## config.mk

```make
export PLATFORM = sky130hd
export DESIGN_NAME = rx_port_link_status_bank
export DESIGN_NICKNAME = d
export VERILOG_FILES = /design/src/design/rx_status_pkg.sv /design/src/design/rx_status_if.sv /design/src/design/rx_freq_meter.sv /design/src/design/rx_port_link_status_bank.sv /design/src/design/rx_port_status.sv
export VERILOG_INCLUDE_DIRS = /design/src /design/src/design
export SDC_FILE = /design/constraint.sdc
export NUM_CORES = 1
export LEC_CHECK = 0
export ABC_AREA = 1
export BUFFER_PORTS_ARGS = -buffer_cell sky130_fd_sc_hd__buf_4
export CAP_MARGIN = 20
export CORE_MARGIN = 4
export CORE_UTILIZATION = 61
export DETAILED_ROUTE_END_ITERATION = 16
export MAX_ROUTING_LAYER = met4
export PLACE_DENSITY = 0.8
export SETUP_SLACK_MARGIN = 0.5
export SLEW_MARGIN = 20
export SYNTH_ARGS = -nofsm -noshare
export SYNTH_HDL_FRONTEND = slang
export SYNTH_SLANG_ARGS = --single-unit
export TNS_END_PERCENT = 5
```

## constraint.sdc

```tcl
create_clock -name clock_in -period 2.1 [get_ports clock_in]
set_input_delay 0.315 -clock clock_in [delete_from_list [all_inputs] [get_ports clock_in]]
set_output_delay 0.315 -clock clock_in [all_outputs]
set_load 0.02 [all_outputs]
```

## src/design/rx_status_params.svh

```systemverilog
// register offsets, field positions, reset values for the rx port status bank
// included by the design modules of the status bank
`ifndef RX_STATUS_PARAMS_SVH
`define RX_STATUS_PARAMS_SVH

// ****************************************
// offsets
// ****************************************
`define PORT_SEL_OFFSET 8'h4C
`define STATUS_ONE_OFFSET 8'h4D
`define STATUS_TWO_OFFSET 8'h4E
`define FREQ_INT_OFFSET 8'h4F
`define FREQ_FRAC_OFFSET 8'h50
`define PAR_HI_OFFSET 8'h55
`define PAR_LO_OFFSET 8'h56

// ****************************************
// port select fields
// ****************************************
`define SEL_READ_PORT_BIT 4
`define SEL_WRITE_P1_BIT 1
`define SEL_WRITE_P0_BIT 0

// ****************************************
// status one fields
// ****************************************
`define S1_PORT_NUM_BIT 6
`define S1_CRC_BIT 5
`define S1_LOCK_CHG_BIT 4
`define S1_SEQ_BIT 3
`define S1_PARITY_BIT 2
`define S1_PASS_BIT 1
`define S1_LOCK_BIT 0

// ****************************************
// status two fields
// ****************************************
`define S2_LEN_UNSTEADY_BIT 7
`define S2_LEN_CHG_BIT 6
`define S2_ENCODE_BIT 5
`define S2_BUFFER_BIT 4
`define S2_CSI_BIT 3
`define S2_RATE_SETTLED_BIT 2
`define S2_CABLE_BIT 1
`define S2_LINE_CNT_BIT 0

// ****************************************
// reset values
// ****************************************
`define STATUS_RESET 8'h00
`define FREQ_RESET 8'h00
`define PORT_SEL_RESET 8'h00
`define PAR_COUNT_RESET 16'h0000

`endif

```

## src/design/rx_status_pkg.sv

```systemverilog
// types shared by the rx port status bank
// no assumptions beyond a single register clock
package rx_status_pkg;
    // ****************************************
    // per-port hardware event and level inputs
    // ****************************************
    typedef struct packed {
        logic locked;
        logic pass;
        logic crc_err;
        logic seq_err;
        logic parity_err;
        logic len_unsteady;
        logic len_chg;
        logic encode_err;
        logic buffer_ovf;
        logic csi_err;
        logic measured_rate_settled;
        logic cable_fault;
        logic line_total_change_flag;
    } port_events_t;
endpackage

```

## src/design/rx_status_if.sv

```systemverilog
// carrier between the bank top and one per-port status engine
// assumes one clock shared by both ends
`timescale 1ns/100ps
interface rx_status_if;
    logic rd_one;
    logic rd_two;
    logic rd_par_lo;
    logic [7:0] status_one;
    logic [7:0] status_two;
    logic [15:0] par_count;
    logic parity_flag;
    modport bank(output rd_one, output rd_two, output rd_par_lo,
        input status_one, input status_two, input par_count, input parity_flag);
    modport port(input rd_one, input rd_two, input rd_par_lo,
        output status_one, output status_two, output par_count, output parity_flag);
endinterface

```

## src/design/rx_freq_meter.sv

```systemverilog
// measures link clock rate from a synchronised toggle per link cycle
// assumes the toggle input is already two-flop synchronised
`timescale 1ns/100ps
`include "rx_status_params.svh"
module rx_freq_meter #(
    parameter int WINDOW_CYCLES = 32000
) (
    // clock and reset
    input wire logic clock_in,
    input wire logic srst_in,
    // sampled link toggle
    input wire logic tick_in,
    // result
    output logic [15:0] rate_out
);
    // counts edges in a window of 256 us at 125 MHz, giving 1/256 MHz units
    initial begin
        if (WINDOW_CYCLES < 2) begin
            $error("WINDOW_CYCLES too small");
        end
    end
    logic [31:0] win_q;
    logic [15:0] edges_q;
    logic tick_prev_q;
    wire win_end = win_q == 32'(WINDOW_CYCLES - 1);
    wire edge_seen = tick_in != tick_prev_q;
    always_ff @(posedge clock_in) begin
        if (srst_in) begin
            win_q <= 32'h00000000;
            edges_q <= 16'h0000;
            tick_prev_q <= 1'b0;
            rate_out <= 16'h0000;
        end else begin
            tick_prev_q <= tick_in;
            win_q <= win_end ? 32'h00000000 : win_q + 32'h00000001;
            if (win_end) begin
                rate_out <= edges_q;
                // edge in the closing cycle opens the next window
                edges_q <= {15'h0000, edge_seen};
            end else if (edge_seen && !(&edges_q)) begin
                edges_q <= edges_q + 16'h0001;
            end
        end
    end
endmodule

```

## src/design/rx_port_link_status_bank.sv

```systemverilog
// per-port status register bank of a dual receive-port deserializer hub
// Functional notes
// - per-port copies chosen by port-select register
// - status one bit 6 reads selected port
// - control channel CRC error flag, clear-on-read
// - lock change flag, clear-on-read
// - control channel sequence error, clear-on-read
// - parity count above limit, clears with counters
// - live pass indication per pass criteria
// - live receiver lock status
// - line length unsteady, held until read
// - line length change flag, clear-on-read
// - link encoding fault flag, clear-on-read
// - packet buffer overflow flag, clear-on-read
// - summary of video receive fault detail
// - cable fault when no link clock
// - line count change flag, clear-on-read
// - frequency integer megahertz byte, read-only
// - frequency fraction byte in 1/256 MHz
// - parity counters restart on lock or low-byte read
// assumes a simple register port: address, write strobe, read strobe, data
`timescale 1ns/100ps
`include "rx_status_params.svh"
module rx_port_link_status_bank #(
    parameter int PORTS = 2,
    parameter int WINDOW_CYCLES = 32000
) (
    // clock and reset
    input wire logic clock_in,
    input wire logic srst_in,
    // register port
    input wire logic [7:0] reg_addr_in,
    input wire logic reg_wr_in,
    input wire logic reg_rd_in,
    input wire logic [7:0] reg_wdata_in,
    output logic [7:0] reg_rdata_out,
    // port 0 events
    input wire rx_status_pkg::port_events_t port0_ev_in,
    input wire logic port0_link_tick_in,
    // port 1 events
    input wire rx_status_pkg::port_events_t port1_ev_in,
    input wire logic port1_link_tick_in,
    // configuration from elsewhere in the device
    input wire logic [15:0] parity_limit_setting_in
);
    initial begin
        if (PORTS != 2) begin
            $error("bank supports exactly two ports");
        end
    end

    // ****************************************
    // port page selector
    // ****************************************
    logic read_port_q;
    logic [1:0] write_en_q;
    wire sel_hit = reg_addr_in == `PORT_SEL_OFFSET;
    always_ff @(posedge clock_in) begin
        if (srst_in) begin
            read_port_q <= 1'b0;
            write_en_q <= 2'b00;
        end else if (reg_wr_in && sel_hit) begin
            read_port_q <= reg_wdata_in[`SEL_READ_PORT_BIT];
            write_en_q <= {reg_wdata_in[`SEL_WRITE_P1_BIT], reg_wdata_in[`SEL_WRITE_P0_BIT]};
        end
    end
    wire [7:0] sel_value = {3'b000, read_port_q, 2'b00, write_en_q};

    // ****************************************
    // per-port engines
    // ****************************************
    rx_status_pkg::port_events_t ev [2];
    logic tick_meta_q [2];
    logic tick_sync_q [2];
    logic [15:0] rate [2];
    logic [7:0] s1 [2];
    logic [7:0] s2 [2];
    logic [15:0] pc [2];
    assign ev[0] = port0_ev_in;
    assign ev[1] = port1_ev_in;
    wire [1:0] tick_raw = {port1_link_tick_in, port0_link_tick_in};

    genvar g;
    generate
        for (g = 0; g < 2; g++) begin : gen_port
            rx_status_if sif();
            wire mine = read_port_q == 1'(g);
            // reads clear only the selected port's flags
            assign sif.rd_one = reg_rd_in && mine && reg_addr_in == `STATUS_ONE_OFFSET;
            assign sif.rd_two = reg_rd_in && mine && reg_addr_in == `STATUS_TWO_OFFSET;
            assign sif.rd_par_lo = reg_rd_in && mine && reg_addr_in == `PAR_LO_OFFSET;
            assign s1[g] = sif.status_one;
            assign s2[g] = sif.status_two;
            assign pc[g] = sif.par_count;

            always_ff @(posedge clock_in) begin
                if (srst_in) begin
                    tick_meta_q[g] <= 1'b0;
                    tick_sync_q[g] <= 1'b0;
                end else begin
                    tick_meta_q[g] <= tick_raw[g];
                    tick_sync_q[g] <= tick_meta_q[g];
                end
            end

            rx_port_status #(
                .PAR_WIDTH(16)
            ) u_status (
                .clock_in(clock_in),
                .srst_in(srst_in),
                .ev_in(ev[g]),
                .parity_limit_setting_in(parity_limit_setting_in),
                .bus(sif.port)
            );

            rx_freq_meter #(
                .WINDOW_CYCLES(WINDOW_CYCLES)
            ) u_freq (
                .clock_in(clock_in),
                .srst_in(srst_in),
                .tick_in(tick_sync_q[g]),
                .rate_out(rate[g])
            );
        end
    endgenerate

    // ****************************************
    // read mux
    // ****************************************
    wire [7:0] s1_sel = s1[read_port_q] | {1'b0, read_port_q, 6'h00};
    wire [7:0] s2_sel = s2[read_port_q];
    wire [15:0] rate_sel = rate[read_port_q];
    wire [15:0] pc_sel = pc[read_port_q];
    logic [7:0] rdata_d;
    always_comb begin
        unique case (reg_addr_in)
            `PORT_SEL_OFFSET: rdata_d = sel_value;
            `STATUS_ONE_OFFSET: rdata_d = s1_sel;
            `STATUS_TWO_OFFSET: rdata_d = s2_sel;
            `FREQ_INT_OFFSET: rdata_d = rate_sel[15:8];
            `FREQ_FRAC_OFFSET: rdata_d = rate_sel[7:0];
            `PAR_HI_OFFSET: rdata_d = pc_sel[15:8];
            `PAR_LO_OFFSET: rdata_d = pc_sel[7:0];
            default: rdata_d = 8'h00;
        endcase
    end
    always_ff @(posedge clock_in) begin
        if (srst_in) begin
            reg_rdata_out <= `STATUS_RESET;
        end else if (reg_rd_in) begin
            reg_rdata_out <= rdata_d;
        end
    end

    // ****************************************
    // checks
    // ****************************************
    property p_port_num;
        @(posedge clock_in) disable iff (srst_in)
        (reg_rd_in && reg_addr_in == `STATUS_ONE_OFFSET) |=>
            reg_rdata_out[`S1_PORT_NUM_BIT] == $past(read_port_q);
    endproperty
    a_port_num: assert property (p_port_num) else $error("port number wrong");

    property p_lock_live;
        @(posedge clock_in) disable iff (srst_in)
        (reg_rd_in && reg_addr_in == `STATUS_ONE_OFFSET && !read_port_q) |=>
            reg_rdata_out[`S1_LOCK_BIT] == $past(port0_ev_in.locked);
    endproperty
    a_lock_live: assert property (p_lock_live) else $error("lock bit wrong");

    property p_pass_live;
        @(posedge clock_in) disable iff (srst_in)
        (reg_rd_in && reg_addr_in == `STATUS_ONE_OFFSET && read_port_q) |=>
            reg_rdata_out[`S1_PASS_BIT] == $past(port1_ev_in.pass);
    endproperty
    a_pass_live: assert property (p_pass_live) else $error("pass bit wrong");

    property p_cable;
        @(posedge clock_in) disable iff (srst_in)
        (reg_rd_in && reg_addr_in == `STATUS_TWO_OFFSET && !read_port_q) |=>
            reg_rdata_out[`S2_CABLE_BIT] == $past(port0_ev_in.cable_fault)
            && reg_rdata_out[`S2_CSI_BIT] == $past(port0_ev_in.csi_err);
    endproperty
    a_cable: assert property (p_cable) else $error("cable or csi bit wrong");

    property p_sel_write;
        @(posedge clock_in) disable iff (srst_in)
        (reg_wr_in && sel_hit) |=> read_port_q == $past(reg_wdata_in[`SEL_READ_PORT_BIT]);
    endproperty
    a_sel_write: assert property (p_sel_write) else $error("port select not taken");
endmodule

```

## src/design/rx_port_status.sv

```systemverilog
// sticky status flags and parity counter for one receive port
// assumes event inputs are synchronous to clock_in
`timescale 1ns/100ps
`include "rx_status_params.svh"
module rx_port_status #(
    parameter int PAR_WIDTH = 16
) (
    // clock and reset
    input wire logic clock_in,
    input wire logic srst_in,
    // hardware events
    input wire rx_status_pkg::port_events_t ev_in,
    input wire logic [15:0] parity_limit_setting_in,
    // bank side
    rx_status_if.port bus
);
    initial begin
        if (PAR_WIDTH != 16) begin
            $error("PAR_WIDTH must be 16");
        end
    end

    // ****************************************
    // sticky flags
    // ****************************************
    logic crc_q, lock_chg_q, seq_q, unsteady_q, len_chg_q, enc_q, buf_q, cnt_chg_q;
    logic lock_prev_q;
    logic [15:0] par_q;
    wire lock_edge = ev_in.locked != lock_prev_q;
    wire lock_rise = ev_in.locked & ~lock_prev_q;

    // set wins over the clearing read
    always_ff @(posedge clock_in) begin
        if (srst_in) begin
            crc_q <= 1'b0;
            lock_chg_q <= 1'b0;
            seq_q <= 1'b0;
            lock_prev_q <= 1'b0;
        end else begin
            lock_prev_q <= ev_in.locked;
            crc_q <= ev_in.crc_err | (crc_q & ~bus.rd_one);
            lock_chg_q <= lock_edge | (lock_chg_q & ~bus.rd_one);
            seq_q <= ev_in.seq_err | (seq_q & ~bus.rd_one);
        end
    end

    always_ff @(posedge clock_in) begin
        if (srst_in) begin
            unsteady_q <= 1'b0;
            len_chg_q <= 1'b0;
            enc_q <= 1'b0;
            buf_q <= 1'b0;
            cnt_chg_q <= 1'b0;
        end else begin
            unsteady_q <= ev_in.len_unsteady | (unsteady_q & ~bus.rd_two);
            len_chg_q <= ev_in.len_chg | (len_chg_q & ~bus.rd_two);
            enc_q <= ev_in.encode_err | (enc_q & ~bus.rd_two);
            buf_q <= ev_in.buffer_ovf | (buf_q & ~bus.rd_two);
            cnt_chg_q <= ev_in.line_total_change_flag | (cnt_chg_q & ~bus.rd_two);
        end
    end

    // ****************************************
    // parity counter, restarts on lock or low-byte read
    // ****************************************
    wire par_restart = lock_rise | bus.rd_par_lo;
    wire par_sat = &par_q;
    always_ff @(posedge clock_in) begin
        if (srst_in) begin
            par_q <= `PAR_COUNT_RESET;
        end else if (par_restart) begin
            par_q <= {15'h0000, ev_in.parity_err};
        end else if (ev_in.parity_err && !par_sat) begin
            par_q <= par_q + 16'h0001;
        end
    end

    assign bus.par_count = par_q;
    assign bus.parity_flag = par_q > parity_limit_setting_in;
    assign bus.status_one = {2'b00, crc_q, lock_chg_q, seq_q, par_q > parity_limit_setting_in,
        ev_in.pass, ev_in.locked};
    assign bus.status_two = {unsteady_q, len_chg_q, enc_q, buf_q, ev_in.csi_err,
        ev_in.measured_rate_settled, ev_in.cable_fault, cnt_chg_q};

    // ****************************************
    // checks
    // ****************************************
    property p_crc_hold;
        @(posedge clock_in) disable iff (srst_in)
        ev_in.crc_err |=> bus.status_one[`S1_CRC_BIT];
    endproperty
    a_crc_hold: assert property (p_crc_hold) else $error("crc flag not set");

    property p_lock_chg;
        @(posedge clock_in) disable iff (srst_in)
        (ev_in.locked != $past(ev_in.locked)) |=> bus.status_one[`S1_LOCK_CHG_BIT];
    endproperty
    a_lock_chg: assert property (p_lock_chg) else $error("lock change missed");

    property p_seq_clear;
        @(posedge clock_in) disable iff (srst_in)
        (bus.rd_one && !ev_in.seq_err) |=> !bus.status_one[`S1_SEQ_BIT];
    endproperty
    a_seq_clear: assert property (p_seq_clear) else $error("seq flag not cleared");

    property p_len_race;
        @(posedge clock_in) disable iff (srst_in)
        (bus.rd_two && ev_in.len_chg) |=> bus.status_two[`S2_LEN_CHG_BIT];
    endproperty
    a_len_race: assert property (p_len_race) else $error("event lost on read");

    property p_unsteady_stay;
        @(posedge clock_in) disable iff (srst_in)
        (bus.status_two[`S2_LEN_UNSTEADY_BIT] && !bus.rd_two) |=>
            bus.status_two[`S2_LEN_UNSTEADY_BIT];
    endproperty
    a_unsteady_stay: assert property (p_unsteady_stay) else $error("unsteady dropped");

    property p_enc;
        @(posedge clock_in) disable iff (srst_in)
        ev_in.encode_err ##1 !bus.rd_two |=> bus.status_two[`S2_ENCODE_BIT];
    endproperty
    a_enc: assert property (p_enc) else $error("encode flag lost");

    property p_buf;
        @(posedge clock_in) disable iff (srst_in)
        ev_in.buffer_ovf |=> bus.status_two[`S2_BUFFER_BIT];
    endproperty
    a_buf: assert property (p_buf) else $error("buffer flag not set");

    property p_cnt;
        @(posedge clock_in) disable iff (srst_in)
        ev_in.line_total_change_flag |=> bus.status_two[`S2_LINE_CNT_BIT];
    endproperty
    a_cnt: assert property (p_cnt) else $error("line count flag not set");

    property p_par_restart;
        @(posedge clock_in) disable iff (srst_in)
        (bus.rd_par_lo && !ev_in.parity_err) |=> (bus.par_count == 16'h0000) && !bus.parity_flag;
    endproperty
    a_par_restart: assert property (p_par_restart) else $error("parity not restarted");
endmodule

```

==> results.sh <==
export IMPL_grt_ovfl_total=0
export IMPL_final_cell_mix="nand2_1 (371), inv_1 (212), dfxtp_1 (156), nor2_1 (140), a21oi_1 (136)"
export IMPL_ys_top_cells_by_area="dfxtp_1 (37%), nand2_1 (14%), inv_1 (7.7%)"
export IMPL_final_antenna_net_count=0
export IMPL_cts_sinks=195
export IMPL_fin_util_pct=74.4
export IMPL_p_int_uw=5640
export IMPL_final_common_cell="nand2_1"
export IMPL_crit_top_cell="nand2_1"
export IMPL_startpoint_type="flop"
export IMPL_syn_area_um2=10700
export IMPL_period_needed_ns=1.76
export IMPL_cts_buffers=17
export IMPL_io_pins=72
export IMPL_dr_wl_met2_mm=13.9
export IMPL_wl_met1_mm=11.9
export IMPL_wire_per_inst_um=14.9
export IMPL_rows=48
export IMPL_grt_max_degree=35
export IMPL_drc_errors=0
export IMPL_finalHoldViolations=0
export IMPL_core_area_um2=17200
export IMPL_cp_slowest_stage_delay_ns=0.36
export IMPL_htreeDepth=4
export IMPL_path_cells="ha_4 > nand2_2 > inv_2 > nand2_1 > nor2_2 > nand3_1 > nand2_4 > clkinvlp_4 > buf_4 > nand2_1 > o21ai_0 > a21oi_1"
export IMPL_cp_top_family="simple AND/OR/NAND/NOR gates"
export IMPL_switching_power_uw=1880
export IMPL_min_period_over_period_pct=84.0
export IMPL_seq_area_frac_synth_pct=36.5
export IMPL_fin_hold_ws_ns=0.0752
export IMPL_layout_nets=1785
export IMPL_syn_avg_cell_area_um2=6.82
export IMPL_worstMarginPinSlew_ns=0.494
export IMPL_power_leakage_uw=0.00533
export IMPL_syn_inst=1567
export IMPL_clkPwrFrac_pct=43.1
export IMPL_grt_first_pass_wirelength_mm=45.3
export IMPL_p_sw_share_pct=25.0
export IMPL_maxCapViolations=0
export IMPL_grt_pass1_vias=9768
export IMPL_ir_drop_mv=0.670
export IMPL_fin_cells=1919
export IMPL_pwr_density_cell_nw_per_um2=586
export IMPL_fin_tns_setup_ns=0
export IMPL_rsz0062_at_grt="true"
export IMPL_ys_warn_count=0
export IMPL_setup_viol=0
export IMPL_die_h_um=140
export IMPL_cts_tree="built"
export IMPL_skew_ns=0.00985
export IMPL_power_uw=7520
export IMPL_crit_type="reg2reg"
export IMPL_gr_usage_all_layers_pct=28.4
export IMPL_initialDrtViolationCount=972
export IMPL_relSlewSlack_pct=66.8
export IMPL_clk_pin_slew_ns=0.07
export IMPL_fmax_mhz=567
export IMPL_dr_pass1_iters=6
export IMPL_crit_slowest_cell="dfxtp_2"
export IMPL_dp_hpwl_mm=19.8
export IMPL_post_place_cells=1844
export IMPL_critPathCaptureType="flop"
export IMPL_wirelength_mm=28.6
export IMPL_crit_required_ns=2.47
export IMPL_comb_power_share_pct=6.6
export IMPL_worstPathMaxFanout=6
export IMPL_drv_slew=0
export IMPL_gp_congestion=0.951
export IMPL_highest_layer="met4"
export IMPL_cp_num_buf_inv=3
export IMPL_wl_met3_mm=1.87
export IMPL_num_vias=10659
export IMPL_clk_path_buf_depth=2
export IMPL_die_width_um=140
export IMPL_status="finished, final reports clean"
export IMPL_cts_root_buf="clkbuf_16"
export IMPL_worst_hold_startpoint="port1_link_tick_in"
export IMPL_seqPwrFrac_pct=50.3
export IMPL_hold_path_class="in2reg"
export IMPL_synthDistinctLibCells=46
export IMPL_ys_ff_latch=195
export IMPL_vias_per_cell=5.55
export IMPL_dieArea_um2=19700
export IMPL_antenna_found_initial=0
export IMPL_io_buffers=66
export IMPL_critPathLaunch="gen_port[1].u_status.bus.par_count[1]"
export IMPL_synth_largest_area_cell="dfxtp_1"
export IMPL_diodes=0
export IMPL_arrival_ns=2.13
export IMPL_reg2reg_from="gen_port[1].u_status.bus.par_count[1]"
export IMPL_area_delta_synth_final_pct=20.0
export IMPL_initial_core_util_pct=62.0
export IMPL_clk_latency_ns=0.44
export IMPL_drive_above_1_share_pct=18.5
export IMPL_synth_top_cell_area_share_pct=36.5
export IMPL_syn_num_nets=1671
repair_timing:
action                     in CTS  in global routing
gates cloned                    0                  0
setup endpoints to repair     162                169
pin swaps                      22                 27
setup buffers                  26                 17
hold buffers                    0                  0
resized for setup              57                 92
worst paths after layout:
path	to	slack (ns)	cells past startpoint
worst max register to register	gen_port[1].u_status.bus.par_count[5]	0.34	12
worst max-delay path	gen_port[1].u_status.bus.par_count[5]	0.34	12
worst min-delay path	tick_meta_q[1]	0.08	3
worst min register to register	tick_sync_q[0]	0.40	2
cell type report:
class                           instances  area [µm²]
Inverter                              228         877
Sequential cell                       195        3970
Clock buffer                           19         433
Clock inverter                         13         143
Timing Repair Buffer                  130        1010
Tap cell                              225         282
Fill cell                            1311        4420
Multi-Input combinational cell       1109        6110
synth_stat cells (all sizes together):
| master | n |
|---|---|
| or2 | 4 |
| ha | 40 |
| a22o | 1 |
| mux2i | 3 |
| buf | 19 |
| nand2 | 393 |
| nor3 | 59 |
| o21ai | 87 |
| o21bai | 1 |
| o21ba | 1 |
| o21a | 5 |
| nor4b | 2 |
| a211oi | 5 |
| dfxtp | 195 |
| xor2 | 49 |
| nand3b | 3 |
| a21o | 2 |
| a31oi | 4 |
| xnor2 | 8 |
| inv | 228 |
| clkbuf | 16 |
| o22ai | 2 |
| nand3 | 58 |
| or3 | 1 |
| nor3b | 8 |
| nor4 | 23 |
| nand4 | 41 |
| and3 | 1 |
| a21oi | 137 |
| nor2 | 171 |
power groups by stage:
stage          clock, µW  sequential (µW)  combinational, µW
3_5_place_dp           0             3860                431
2_1_floorplan          0             3860                252
3_3_place_gp           0             3860                419
5_1_grt             3410             3790                553
4_1_cts             3260             3780                470
6_report            3240             3780                497
tightest hold or removal path, delay by kind of cell:
kind / cells / cell delay (ns)
simple gates: 1 / 0.06
buf+inv: 2 / 0.10
routing by layer:
metal	vias up	GRT usage [%]
li1	5296	-
met1	4866	35.5
met4	0	10.4
met3	83	4.44
met5	-	-
met2	414	46.6
kinds of logic after synthesis:
group           synth area share (%)
simple gates                    32.2
buf+inv                         9.69
compound gates                  12.0
flops                           36.5
xor+xnor                        4.67
fa+ha+maj                       4.68
mux                            0.281
stage by stage:
| stage | setup slack, ns | area (µm²) |
|---|---|---|
| after floorplan | 0.437 | 10700 |
| after global placement | 0.216 | 11500 |
| after detailed placement | 0.191 | 11500 |
| after CTS | 0.295 | 12400 |
| after global routing | 0.198 | 12800 |
| final | 0.337 | 12800 |
sequential cells by signal, indices dropped and copies added (netlist names):
register and flops:
gen_port.u_freq.win_q 64, gen_port.u_freq.edges_q 32, gen_port.u_freq.rate_out 32, gen_port.u_status.bus.par_count 32, reg_rdata_out 8, gen_port.u_freq.tick_prev_q 2, gen_port.u_status.buf_q 2, gen_port.u_status.cnt_chg_q 2
gen_port.u_status.crc_q 2, gen_port.u_status.enc_q 2, gen_port.u_status.len_chg_q 2, gen_port.u_status.lock_chg_q 2, gen_port.u_status.lock_prev_q 2, gen_port.u_status.seq_q 2, gen_port.u_status.unsteady_q 2, tick_meta_q 2
tick_sync_q 2, write_en_q 2, gen_port.mine 1
(Power assumes the default switching activity.)
